**src/inc/rx_pkg.sv**
```systemverilog
package rx_pkg;
	// APB byte offsets
	localparam logic [11:0] ctrl_one_off   = 12'h000;
	localparam logic [11:0] ctrl_two_off   = 12'h004;
	localparam logic [11:0] status_one_off = 12'h008;
	localparam logic [11:0] data_off       = 12'h00c;
	localparam logic [11:0] baud_off       = 12'h010;
	localparam logic [11:0] status_two_off = 12'h014;
	// control_reg_one fields
	localparam int          len9_bit       = 4;
	// control_reg_two fields
	localparam int          irq_en_bit     = 5;
	localparam int          rx_en_bit      = 2;
	localparam int          ninth_bit_pos  = 7;
	// status_reg_one fields
	localparam int          full_bit       = 5;
	localparam int          over_bit       = 3;
	localparam int          noise_bit      = 2;
	localparam int          frame_bit      = 1;
	// status_reg_two fields
	localparam int          brk_bit        = 1;
	// Reset values
	localparam logic [7:0]  ctrl_one_rst   = 8'h00;
	localparam logic [7:0]  ctrl_two_rst   = 8'h00;
	localparam logic [15:0] baud_div_rst   = 16'h0001;
	// Oversampling
	localparam logic [4:0]  ticks_per_bit  = 5'h10;
	localparam logic [4:0]  tick_s3        = 5'h03;
	localparam logic [4:0]  tick_s5        = 5'h05;
	localparam logic [4:0]  tick_s7        = 5'h07;
	localparam logic [4:0]  tick_s8        = 5'h08;
	localparam logic [4:0]  tick_s9        = 5'h09;
	localparam logic [4:0]  tick_s10       = 5'h0a;
	localparam logic [3:0]  bits_8        = 4'h8;
	localparam logic [3:0]  bits_9        = 4'h9;
endpackage : rx_pkg

```
**src/inc/tick_if.sv**
```systemverilog
`timescale 1ns/1ps
`default_nettype none
interface tick_if;
	logic        tick;
	logic [15:0] divisor;
	modport gen (output tick, input divisor);
	modport use_side (input tick, output divisor);
endinterface : tick_if
`default_nettype wire

```
**src/rtl/tick_gen.sv**
```systemverilog
`timescale 1ns/1ps
`default_nettype none
module tick_gen
	import rx_pkg::*;
(
	input  wire logic clock_in,
	input  wire logic reset_in,
	tick_if.gen       t
);
	logic [15:0] cnt_r;

	// One tick every divisor clocks, at 16x baud
	always_ff @(posedge clock_in) begin
		if (reset_in) begin
			cnt_r  <= 16'h0000;
			t.tick <= 1'b0;
		end else if (cnt_r + 16'h0001 >= t.divisor) begin
			cnt_r  <= 16'h0000;
			t.tick <= 1'b1;
		end else begin
			cnt_r  <= cnt_r + 16'h0001;
			t.tick <= 1'b0;
		end
	end
endmodule : tick_gen
`default_nettype wire

```
**src/rtl/serial_receiver.sv**
```systemverilog
// Decided for this implementation: register access over APB and the placing of the registers.
`timescale 1ns/1ps
`default_nettype none
// Contract
// 8 or 9 bit length by control bit
// Ninth field: bit 8, or copy of bit 7
// Shift in, move data to read-only register
// Transfer sets full flag; enable gates irq
// Sample at sixteen times the baud rate
// Realign after start and 1-to-0 data change
// Search low after three highs, then count
// Start accepted on 000/001/010/100, noise flagged
// Failed start resets counter, restarts search
// Data bit majority of ticks 8-10, noise
// High start samples 8-10 flag noise only
// Stop majority; zero frames error, disagreement noise
// Framing error set with full flag
// Break character sets framing error
// Realign on valid falling edge within character
// Break sets break, full; clears data, ninth
// Overrun keeps old character, sets flag
// Ticks 1-16 per bit, wrap until stop
module serial_receiver
	import rx_pkg::*;
(
	input  wire logic        clock_in,
	input  wire logic        reset_in,
	input  wire logic        psel_in,
	input  wire logic        penable_in,
	input  wire logic        pwrite_in,
	input  wire logic [11:0] paddr_in,
	input  wire logic [31:0] pwdata_in,
	output logic      [31:0] prdata_out,
	output logic             pready_out,
	output logic             pslverr_out,
	input  wire logic        rx_line_in,
	output logic             rx_irq_out
);
	typedef enum logic [1:0] {idle_s, start_s, data_s, stop_s} rx_state_e;

	tick_if tk ();
	tick_gen u_tick (.clock_in(clock_in), .reset_in(reset_in), .t(tk));

	logic [7:0]  control_reg_one_r;
	logic [7:0]  control_reg_two_r;
	logic [15:0] baud_div_r;
	logic [7:0]  serial_data_reg_r;
	logic        rx_ninth_bit_r;
	logic        rx_full_flag_r, overrun_r, noise_flag_r, framing_error_flag_r, break_flag_r;
	logic        sync1_r, sync2_r;
	logic [2:0]  hist_r;
	rx_state_e   state_r;
	logic [4:0]  oversample_tick_r;
	logic [3:0]  bit_cnt_r;
	logic [8:0]  shift_r;
	logic [2:0]  samp_r;
	logic        prev_bit_r, char_noise_r;
	logic        done_r, done_fe_r, done_nf_r, done_brk_r;
	logic [8:0]  done_data_r;

	assign tk.divisor = baud_div_r;

	////////////////////////////////////////////////////////////////////////
	// APB slave, zero wait states
	logic acc, wr, rd, rd_status;
	assign acc        = psel_in && penable_in;
	assign wr         = acc && pwrite_in;
	assign rd         = acc && !pwrite_in;
	assign pready_out = 1'b1;
	assign rd_status  = rd && paddr_in == status_one_off;
	logic sts_seen_r;
	logic data_read;
	// Full flag clears by status read then data read
	assign data_read = rd && paddr_in == data_off && sts_seen_r;

	always_ff @(posedge clock_in) begin
		if (reset_in) begin
			control_reg_one_r <= ctrl_one_rst;
			control_reg_two_r <= ctrl_two_rst;
			baud_div_r        <= baud_div_rst;
		end else if (wr) begin
			if (paddr_in == ctrl_one_off)
				control_reg_one_r <= pwdata_in[7:0];
			if (paddr_in == ctrl_two_off)
				control_reg_two_r <= {1'b0, pwdata_in[6:0]};
			if (paddr_in == baud_off)
				baud_div_r <= (pwdata_in[15:0] == 16'h0000) ? baud_div_rst : pwdata_in[15:0];
		end
	end

	always_ff @(posedge clock_in) begin
		if (reset_in)
			sts_seen_r <= 1'b0;
		else if (rd_status)
			sts_seen_r <= 1'b1;
		else if (data_read)
			sts_seen_r <= 1'b0;
	end

	always_ff @(posedge clock_in) begin
		if (reset_in) begin
			prdata_out  <= 32'h0000_0000;
			pslverr_out <= 1'b0;
		end else begin
			prdata_out  <= 32'h0000_0000;
			pslverr_out <= 1'b0;
			if (psel_in && !penable_in && !pwrite_in) begin
				unique case (paddr_in)
					ctrl_one_off:   prdata_out[7:0] <= control_reg_one_r;
					ctrl_two_off: begin
						prdata_out[7:0] <= control_reg_two_r;
						prdata_out[ninth_bit_pos] <= rx_ninth_bit_r;
					end
					status_one_off: begin
						prdata_out[full_bit]  <= rx_full_flag_r;
						prdata_out[over_bit]  <= overrun_r;
						prdata_out[noise_bit] <= noise_flag_r;
						prdata_out[frame_bit] <= framing_error_flag_r;
					end
					data_off:       prdata_out[7:0] <= serial_data_reg_r;
					baud_off:       prdata_out[15:0] <= baud_div_r;
					status_two_off: prdata_out[brk_bit] <= break_flag_r;
					default:        prdata_out <= 32'h0000_0000;
				endcase
			end
			if (psel_in && !penable_in && !(paddr_in inside {ctrl_one_off, ctrl_two_off,
				status_one_off, data_off, baud_off, status_two_off}))
				pslverr_out <= 1'b1;
		end
	end
	// Read data registered in setup, valid during access phase

	////////////////////////////////////////////////////////////////////////
	// Line synchroniser and sample history
	always_ff @(posedge clock_in) begin
		if (reset_in) begin
			sync1_r <= 1'b1;
			sync2_r <= 1'b1;
		end else begin
			sync1_r <= rx_line_in;
			sync2_r <= sync1_r;
		end
	end

	always_ff @(posedge clock_in) begin
		if (reset_in)
			hist_r <= 3'b111;
		else if (tk.tick)
			hist_r <= {hist_r[1:0], sync2_r};
	end

	////////////////////////////////////////////////////////////////////////
	// Data recovery
	logic       rx_en, len9;
	logic [2:0] s3;
	logic       maj, disagree, start_ok, start_nf;
	logic [3:0] nbits;
	assign rx_en    = control_reg_two_r[rx_en_bit];
	assign len9     = control_reg_one_r[len9_bit];
	assign nbits    = len9 ? bits_9 : bits_8;
	assign s3       = {samp_r[2:1], sync2_r};
	assign maj      = (s3[2] & s3[1]) | (s3[2] & s3[0]) | (s3[1] & s3[0]);
	assign disagree = !(s3 == 3'b000 || s3 == 3'b111);
	assign start_ok = s3 inside {3'b000, 3'b001, 3'b010, 3'b100};
	assign start_nf = s3 != 3'b000;

	always_ff @(posedge clock_in) begin
		done_r <= 1'b0;
		if (reset_in || !rx_en) begin
			state_r           <= idle_s;
			oversample_tick_r <= 5'h00;
			bit_cnt_r         <= 4'h0;
			shift_r           <= 9'h000;
			samp_r            <= 3'b000;
			prev_bit_r        <= 1'b1;
			char_noise_r      <= 1'b0;
			done_fe_r         <= 1'b0;
			done_nf_r         <= 1'b0;
			done_brk_r        <= 1'b0;
			done_data_r       <= 9'h000;
		end else if (tk.tick) begin
			if (oversample_tick_r == ticks_per_bit)
				oversample_tick_r <= 5'h01;
			else
				oversample_tick_r <= oversample_tick_r + 5'h01;
			if (oversample_tick_r == tick_s3 || oversample_tick_r == tick_s8)
				samp_r[2] <= sync2_r;
			if (oversample_tick_r == tick_s5 || oversample_tick_r == tick_s9)
				samp_r[1] <= sync2_r;
			unique case (state_r)
				idle_s: begin
					if (hist_r == 3'b111 && !sync2_r) begin
						state_r           <= start_s;
						oversample_tick_r <= 5'h02;
						char_noise_r      <= 1'b0;
						// Stale bits would spoil the all-zero break test in 8-bit mode
						shift_r           <= 9'h000;
					end
				end
				start_s: begin
					if (oversample_tick_r == tick_s7) begin
						if (!start_ok) begin
							state_r           <= idle_s;
							oversample_tick_r <= 5'h00;
						end else
							char_noise_r <= start_nf;
					end
					if (oversample_tick_r == tick_s10) begin
						if (disagree || maj)
							char_noise_r <= 1'b1;
						prev_bit_r <= 1'b0;
					end
					if (oversample_tick_r == ticks_per_bit) begin
						state_r   <= data_s;
						bit_cnt_r <= 4'h0;
					end
				end
				data_s, stop_s: begin
					// Falling edge after a voted 1 realigns the phase
					if (prev_bit_r && hist_r[0] && !sync2_r &&
						oversample_tick_r > tick_s10) begin
						oversample_tick_r <= 5'h02;
						prev_bit_r        <= 1'b0;
					end
					if (oversample_tick_r == tick_s10) begin
						if (disagree)
							char_noise_r <= 1'b1;
						prev_bit_r <= maj;
						if (state_r == data_s) begin
							shift_r   <= {maj, shift_r[8:1]};
							bit_cnt_r <= bit_cnt_r + 4'h1;
							if (bit_cnt_r + 4'h1 == nbits)
								state_r <= stop_s;
						end else begin
							state_r           <= idle_s;
							oversample_tick_r <= 5'h00;
							done_r            <= 1'b1;
							done_fe_r         <= !maj;
							done_nf_r         <= char_noise_r || disagree;
							done_brk_r        <= !maj && shift_r == 9'h000;
							done_data_r       <= len9 ? shift_r : {shift_r[8], shift_r[8:1]};
						end
					end
				end
			endcase
		end
	end

	////////////////////////////////////////////////////////////////////////
	// Status flags; set wins over clear
	logic accept;
	assign accept = done_r && !rx_full_flag_r;

	always_ff @(posedge clock_in) begin
		if (reset_in) begin
			serial_data_reg_r <= 8'h00;
			rx_ninth_bit_r    <= 1'b0;
		end else if (accept) begin
			serial_data_reg_r <= done_brk_r ? 8'h00 : done_data_r[7:0];
			rx_ninth_bit_r    <= done_brk_r ? 1'b0 : done_data_r[8];
		end
	end

	always_ff @(posedge clock_in) begin
		if (reset_in) begin
			rx_full_flag_r       <= 1'b0;
			framing_error_flag_r <= 1'b0;
			noise_flag_r         <= 1'b0;
			break_flag_r         <= 1'b0;
		end else if (accept) begin
			rx_full_flag_r       <= 1'b1;
			framing_error_flag_r <= done_fe_r;
			noise_flag_r         <= done_nf_r;
			break_flag_r         <= done_brk_r;
		end else if (data_read) begin
			rx_full_flag_r       <= 1'b0;
			framing_error_flag_r <= 1'b0;
			noise_flag_r         <= 1'b0;
			break_flag_r         <= 1'b0;
		end
	end

	always_ff @(posedge clock_in) begin
		if (reset_in)
			overrun_r <= 1'b0;
		else if (done_r && rx_full_flag_r)
			overrun_r <= 1'b1; // Set wins over a same-cycle clear
		else if (data_read)
			overrun_r <= 1'b0;
	end

	assign rx_irq_out = rx_full_flag_r && control_reg_two_r[irq_en_bit];
endmodule : serial_receiver
`default_nettype wire

```
**config.mk**
```make
export PLATFORM = sky130hd
export DESIGN_NAME = serial_receiver
export DESIGN_NICKNAME = d
export VERILOG_FILES = /design/src/inc/rx_pkg.sv /design/src/inc/tick_if.sv /design/src/rtl/tick_gen.sv /design/src/rtl/serial_receiver.sv
export SDC_FILE = /design/constraint.sdc
export NUM_CORES = 1
export LEC_CHECK = 0
export BUFFER_PORTS_ARGS = -buffer_cell sky130_fd_sc_hd__buf_2
export CORE_ASPECT_RATIO = 0.7
export CORE_MARGIN = 3
export CORE_UTILIZATION = 35
export DETAILED_ROUTE_END_ITERATION = 6
export PLACE_DENSITY_LB_ADDON = 0.2
export SLEW_MARGIN = 0
export SYNTH_ARGS = -nofsm -noshare
export SYNTH_HDL_FRONTEND = slang
export SYNTH_SLANG_ARGS = --single-unit
export TNS_END_PERCENT = 30
```
**constraint.sdc**
```tcl
create_clock -name clock_in -period 2.4 [get_ports clock_in]
set_clock_uncertainty 0.2 [all_clocks]
set_input_delay 0.12 -clock clock_in [delete_from_list [all_inputs] [get_ports clock_in]]
set_output_delay 0.12 -clock clock_in [all_outputs]
set_load 0.03 [all_outputs]
```
# --- Word-level counts from Yosys, hierarchy flattened ---
# Cells that the tools add are included.
word_totals:
  in_bits: 50
  ff_bits: 138
  out_inout_bits: 35
classes:
  add_sub_neg: 3
  muxes: 57
  reduce_logical: 60
  n_eq_ne: 31
  magnitude_cmp: 2
  n_bitwise: 11
ops:
  columns: ["op", "count"]
  rows:
  - ["$mux 5", 7]
  - ["$mux 9", 3]
  - ["$eq 12x4->1 const B", 2]
  - ["$eq 12x5->1 const B", 2]
  - ["$mux 1", 22]
  - ["$pmux 9 s2", 1]
  - ["$logic_and 1x1->1", 17]
  - ["$add 16x1->16 const B", 1]
  - ["$ge 16x16->1", 1]
  - ["$logic_not 16->1", 1]
  - ["$mux 16", 1]
  - ["$mux 8", 2]
  - ["$eq 5x4->1 const B", 3]
  - ["$pmux 5 s3", 1]
  - ["$mux 2", 7]
  - ["$eq 12x3->1 const B", 1]
  - ["$logic_not 12->1", 1]
  - ["$mux 4", 3]
  - ["$ne 2x2->1 const B", 6]
  - ["$ne 3x3->1 const B", 4]
  - ["$reduce_and 4->1", 3]
  - ["$eq 5x3->1 const B", 2]
  - ["$pmux 2 s5", 1]
  - ["$reduce_and 2->1", 5]
  - ["other kinds (36)", 67]

# --- Depth between registers and ports, before layout ---
# Gate-level depths: netlist (run 1).
depth:
  word_depth: 7
  ltp_mapped: 12
  ltp_nobuf: 12

# --- Cells and area by module ---
# From an unflattened synthesis (run 1), not the netlist that was laid out.
hier_totals:
  hier_cells: 690
  area_unflattened_um2: 6185.9
modules_own_cells:
  columns: ["module", "cells_per_inst", "seq_area_each_um2", "area_per_inst_um2", "instances"]
  rows:
  - ["serial_receiver", 557, 2102.0, 4874.7, 1]
  - ["tick_gen", 133, 340.3, 1311.3, 1]

# --- Worst setup path after synthesis (run 1) ---
# Ideal clock, no wire load.
synth_path:
  path_kind: "register to register"
  startpoint: "register u_tick.cnt_r[3]"
  endpoint: "register u_tick.cnt_r[2]"
  setup_ns: 0.148
  path_stages_with_launch: 12
  t_required_ns: 2.052
  arrival_ns: 2.277
  setup_slack_ns: -0.226
  cell_sequence: "dfxtp_1 > nand4_1 > nor2_1 > and3_1 > xnor2_1 > inv_1 > ha_1 > a21oi_1 > o21a_1 > o21ai_1 > clkbuf_1 > a211oi_1"
synth_via:
  elab_chain_cells: 3
synth_lines:
  columns: ["element", "line_no", "source"]
  rows:
  - ["start: declaration", "tick_gen.sv:10", "logic [15:0] cnt_r;"]
  - ["start signal: assignment", "tick_gen.sv:21", "cnt_r <= cnt_r + 16'h0001;"]
  - ["$add 16x1->16", "tick_gen.sv:17", "end else if (cnt_r + 16'h0001 >= t.divisor) begin"]
  - ["$ge 16x16->1", "tick_gen.sv:17", null]
  - ["$reduce_or 2->1 (no line)", null, null]
# No other way between the ends.
# A chain may end at the register's enable or synchronous reset.

# --- Final worst setup path (run 1) ---
layout_path:
  startpoint: "register u_tick.cnt_r[8]"
  endpoint: "register u_tick.cnt_r[10]"
layout_via:
  elab_chain_cells: 3
layout_lines:
  columns: ["element", "line_no"]
  rows:
  - ["$add 16x1->16 *", "tick_gen.sv:17, tick_gen.sv:21"]
  - ["$ge 16x16->1", "tick_gen.sv:17"]
  - ["$reduce_or 2->1 (no line)", null]
# Every way passes the cells marked *; elsewhere a longest branch is shown, timed or not.

==> flow_summary.yaml, run 1 <==
status:
  status: "complete, but fails checks"
  violations: "setup timing"
power:
  p_leak_nw: 3.30
  clkPwrFrac_pct: 53.6
  pwr-share-comb_pct: 4.3
  internal-power_w: 0.00366
  power_switching_w: 0.00116
  switching_share_pct: 24.1
  seq_power_share_pct: 42.1
  p_per_area_mw_per_mm2: 581
  power_w: 0.00482
  vdd_drop_max_mv: 0.429
worst_hold_path:
  hold_start: "paddr_in[10]"
  whs_path_depth: 5
  hold_class: "in -> reg"
sta:
  setup_viol: 17
  tns_ns: -3.65
  finalMaxSlewViolations: 0
  tightest_slew_ns: 0.799
  fin_crit_sh_pct: 111
  rsz0062_at_grt: "true"
  hold_viol: 0
  final.setup.worst_slack_ns: -0.268
  timing.fmax_mhz: 375
  max_slew_margin_pct: 46.7
  fin_crit_ns: 2.67
setup_path:
  crit_path_max_incr_delay_ns: 0.33
  worstReg2RegStart: "u_tick.cnt_r[8]"
  r2r_slack_ns: -0.27
  setup.worst_path.end: "u_tick.cnt_r[10]"
  r2r_end: "u_tick.cnt_r[10]"
  cp.arrival_ns: 2.79
  cp_slowest_cell: "dfxtp_2"
  cp_cell_sequence: "nand4_1, buf_6, buf_6, nor4_4, xor2_2, ha_1, nand2_1, o21a_1, o21ai_2, buf_12, buf_12, a211oi_1"
  cp-end-kind: "register"
  critPathRequiredTime_ns: 2.52
  worst-setup-path-type: "reg -> reg"
  startpoint: "u_tick.cnt_r[8]"
  critPathLaunchType: "register"
  reg2reg_depth: 12
  path_max_fanout: 12
synthesis:
  yosysWarnings: 0
  yosysTopAreaCell: "dfxtp_1"
  synth_edf_count: 0
  ys_top_cells_by_area: "dfxtp_1 41%, mux2i_1 5.9%, ha_1 5.7%, nor2_1 4.9%, a21oi_1 3.0%"
  syn-mean-instance-area_um2: 9.08
  synthCells: 655
  synthArstFlopShare_pct: 0
  ys_ff_latch: 122
  synth-seq-area-share_pct: 41.1
  netlist.area_leader.share_pct: 41.1
  yosysUniqueCellTypes: 66
  synth_ff_type: "dfxtp_1"
  syn_area_mm2: 0.00595
floorplan:
  fp.dieH_um: 115
  core-area_mm2: 0.0165
  ios: 85
  die_area_mm2: 0.0186
  start_util_pct: 36.1
  row_count: 39
  die_w_um: 162
clock_tree:
  cts_root_buffer: "clkbuf_16"
  h-tree-depth: 4
  clk_latency_ns: 0.42
  cts_buffer_depth: 2
  clock_sinks: 122
  cts_tree: "yes"
  clk_pin_slew_ns: 0.06
  numCtsBuffers: 17
placed_design:
  place.gp.congestion: 0.880
  place_hpwl_um: 11900
  placed_cells: 954
  io_buffers: 51
layout:
  fin_cells: 1036
  areaGrowthSynthToFinish_pct: 39.4
  n_antenna_cell: 0
  final_cell_mix: "109 x dfxtp_1, 74 x buf_4, 71 x nor2_1"
  layout_commonest_cell: "dfxtp_1"
  drive_above_1_share_pct: 31.3
  utilization_pct: 50.3
  fin_nets: 875
flow_run:
  drv_cap: 0
global_route:
  grt_pass1_wl_um: 27300
  track_usage_pct: 18.4
  grt_max_degree: 34
  grt_overflow: 0
  grt_pass1_vias: 5187
  antenna_found_initial: 0
drt:
  route.vias.total: 5530
  antenna_left: 0
  wl_per_cell_um: 17.1
  wirelength_um: 17700
  post-route-drc-count: 0
  vias_per_cell: 5.34
  first_pass_iters: 5
  drt_iter0_markers: 483
==> metrics by stage <==
| step | setup WS [ns] | hold slack (ns) | cell area [µm²] |
|---|---|---|---|
| final | -0.268 | 0.142 | 8290 |
| after global routing | -0.315 | 0.164 | 8290 |
| after CTS | -0.185 | 0.114 | 7970 |
| after detailed placement | -0.460 | 0.148 | 6770 |
| after global placement | -0.292 | 0.136 | 6770 |
| after floorplan | 0.00160 | -0.000672 | 6030 |
==> worst min-delay path by stage <==
stage / end / slack, ns
2_1_floorplan: pslverr_out / -0.0007
3_3_place_gp: sync1_r / 0.14
3_5_place_dp: baud_div_r[11] / 0.15
4_1_cts: prdata_out[13] / 0.11
5_1_grt: prdata_out[13] / 0.16
6_report: prdata_out[12] / 0.14
==> layout make-up <==
class / count / area [µm²]
Fill cell: 1500 / 8200
Multi-Input combinational cell: 466 / 3610
Sequential cell: 122 / 2460
Timing Repair Buffer: 162 / 1230
Clock buffer: 18 / 429
Tap cell: 225 / 282
Clock inverter: 14 / 163
Inverter: 29 / 109
==> flip-flops by register name (all words and copies together), names as in the netlist, 2 cells and up, named ones only <==
register	cells
prdata_out	16
oversample_tick_r	5
bit_cnt_r	4
baud_div_r	16
done_data_r	9
hist_r	3
control_reg_two_r	7
shift_r	9
serial_data_reg_r	8
u_tick.cnt_r	16
samp_r	2
control_reg_one_r	8
==> logic make-up (layout without fill, tap and decap cells) <==
family	after synthesis	after routing	synth area share, %
fa+ha+maj	28	28	5.85
simple gates	223	223	19.6
buf+inv	83	223	6.60
flops	122	122	41.1
mux	41	41	7.03
other cells	2	17	0.126
compound gates	138	139	17.0
xor+xnor	18	18	2.65
==> power by group through the flow <==
stage	Sequential [W]	Clock [W]	Combinational, W
5_1_grt	0.00203	0.00272	0.000223
2_1_floorplan	0.00208	0	0.000117
4_1_cts	0.00203	0.00263	0.000202
3_3_place_gp	0.00208	0	0.000168
6_report	0.00203	0.00258	0.000207
3_5_place_dp	0.00208	0	0.000169
==> timing repair <==
item	CTS	global route
gates cloned	1	1
hold buffers	24	0
setup endpoints to repair	17	32
pin swaps	12	22
hold endpoints to repair	39	0
setup buffers	16	8
resized for setup	42	47
==> worst max-delay path: cells and delay by family (launching register included) <==
family | cells | cell delay [ns]
buf+inv | 4 | 0.58
simple gates | 3 | 0.55
compound gates | 3 | 0.43
flops | 1 | 0.33
fa+ha+maj | 1 | 0.29
xor+xnor | 1 | 0.20
==> per-layer routing <==
| metal | track usage (%) | part of all wire [%] |
|---|---|---|
| met5 | 0 | 0 |
| met4 | 5.51 | 1.1 |
| met3 | 3.82 | 6.2 |
| met2 | 25.8 | 41 |
| met1 | 28.0 | 52 |
==> cells in the mapped netlist (all sizes together) (7+ instances only) <==
cell,count
nor3,12
a32oi,9
nand2,34
buf,29
nor3b,16
nor4,22
ha,27
o21ai,9
nand3,14
xor2,13
inv,29
nor2,77
mux2i,35
a21oi,36
nand2b,7
clkbuf,25
dfxtp,122
a211oi,20
a22o,18
Power figures use the tool's default switching activity.
==> run 2: changes to the inputs <==
- SKIP_LAST_GASP: default -> 1
==> flow_summary.yaml, run 2 (same netlist as run 1, synthesis figures left out) <==
sta:
  tightest_slew_ns: 1.26
  finalMaxSlewViolations: 0
  setup_viol: 17
  hold_viol: 0
  worst_hold_slack_ns: 0.137
  max_slew_margin_pct: 15.5
  fin_crit_sh_pct: 110
  final.setup.worst_slack_ns: -0.243
  fin_crit_ns: 2.64
  rsz0062_at_grt: "true"
  timing.fmax_mhz: 378
setup_path:
  cp-end-kind: "register"
  critPathLaunchType: "register"
  r2r_slack_ns: -0.24
  crit_path_max_incr_delay_ns: 0.35
  cp_cell_sequence: "nand4_1, buf_6, buf_4, nor4_4, buf_4, xor2_4, ha_1, nand4_1, o21ai_2, buf_12, buf_12, a211oi_1"
  cp.arrival_ns: 2.75
  worst-setup-path-type: "reg -> reg"
  critPathRequiredTime_ns: 2.51
  cp_slowest_cell: "dfxtp_1"
  path_max_fanout: 12
  path_buf_inv: 5
  cp_top_family: "buffers and inverters"
layout:
  fin_nets: 872
  n_antenna_cell: 0
  areaGrowthSynthToFinish_pct: 37.3
  drive_above_1_share_pct: 29.0
  reg_top3: "baud_div_r x16, prdata_out x16, u_tick.cnt_r x16"
  final_cell_mix: "109 x dfxtp_1, 75 x buf_4, 73 x nor2_1"
  fill_cells: 1523
  postLayoutCellArea_mm2: 0.00817
  layout_commonest_cell: "dfxtp_1"
  fin_cells: 1033
drt:
  wl_per_cell_um: 16.7
  wirelength_um: 17300
  vias_per_cell: 5.27
  drt_iter0_markers: 436
  first_pass_iters: 5
  post-route-drc-count: 0
  route.vias.total: 5444
  antenna_left: 0
global_route:
  grt_overflow: 0
  antenna_found_initial: 0
  grt_max_degree: 34
  grt_pass1_vias: 5176
  track_usage_pct: 18.3
  grt_pass1_wl_um: 27300
floorplan:
  die_area_mm2: 0.0186
  fp.dieH_um: 115
  die_w_um: 162
  ios: 85
  row_count: 39
  start_util_pct: 36.1
  core-area_mm2: 0.0165
flow_run:
  drv_cap: 0
clock_tree:
  cts_tree: "yes"
  clk_pin_slew_ns: 0.06
  cts_root_buffer: "clkbuf_16"
  numCtsBuffers: 17
  h-tree-depth: 4
  clock_sinks: 122
  clk_latency_ns: 0.41
  cts_buffer_depth: 2
status:
  status: "complete, but fails checks"
  violations: "setup timing"
power:
  power_w: 0.00482
  p_per_area_mw_per_mm2: 590
  p_leak_nw: 3.26
  vdd_drop_max_mv: 0.426
placed_design:
  place_hpwl_um: 11900
  place.gp.congestion: 0.880
  io_buffers: 51
  placed_cells: 954
  dpl_cell_area_mm2: 0.00677
worst_hold_path:
  hold_class: "in -> reg"
==> run 2: layer usage <==
metal  vias to the layer above  GRT usage [%]  part of all wire, %
li1                       2638              -                    -
met1                      2602           28.0                   52
met2                       184           25.7                   41
met3                        20           3.82                  5.8
met4                         0           5.57                  1.1
met5                         -              0                    0
==> run 2: per-stage QoR <==
| stage | util, % | worst slack, ns | setup TNS [ns] |
|---|---|---|---|
| after global placement | 41.0 | -0.292 | -3.97 |
| final | 49.5 | -0.243 | -3.04 |
| after global routing | 49.5 | -0.314 | -5.34 |
| after CTS | 48.2 | -0.185 | -2.60 |
| after detailed placement | 41.0 | -0.460 | -6.61 |
| after floorplan | - | 0.00160 | 0 |
==> run 2: final timing paths <==
check,end,cells after the start,start
max,u_tick.cnt_r[10],12,u_tick.cnt_r[10]
min reg2reg,sync2_r,1,sync1_r
max reg2reg,u_tick.cnt_r[10],12,u_tick.cnt_r[10]
min,prdata_out[8],5,paddr_in[10]
==> run 2: what timing repair did <==
item	4_1_cts	5_1_grt
setup buffers	16	6
setup endpoints to repair	17	32
hold endpoints to repair	39	0
gates cloned	1	0
hold buffers	24	0
pin swaps	12	18
gates resized for setup	40	28
==> run 2: layout make-up <==
cell class	count	area, µm²	area share, %
timing repair buffer	159	1200	14.7
multi-input combinational	466	3520	43.1
inverter	29	109	1.33
sequential	122	2460	30.1
clock inverter	14	163	1.99
clock buffer	18	429	5.25
tap	225	282	3.45
==> run 2: tightest hold or removal path: stages <==
cell and delay (ns):
buf_2 0.07, nor2_1 0.03, nand3_1 0.21, buf_4 0.21
nor4_1 0.06
==> run 2: where the power goes <==
part / switching, W / total, W / internal [W]
Combinational: 0.000133 / 0.000205 / 0.0000718
Clock: 0.00102 / 0.00258 / 0.00156
Sequential: 0.00000325 / 0.00203 / 0.00203
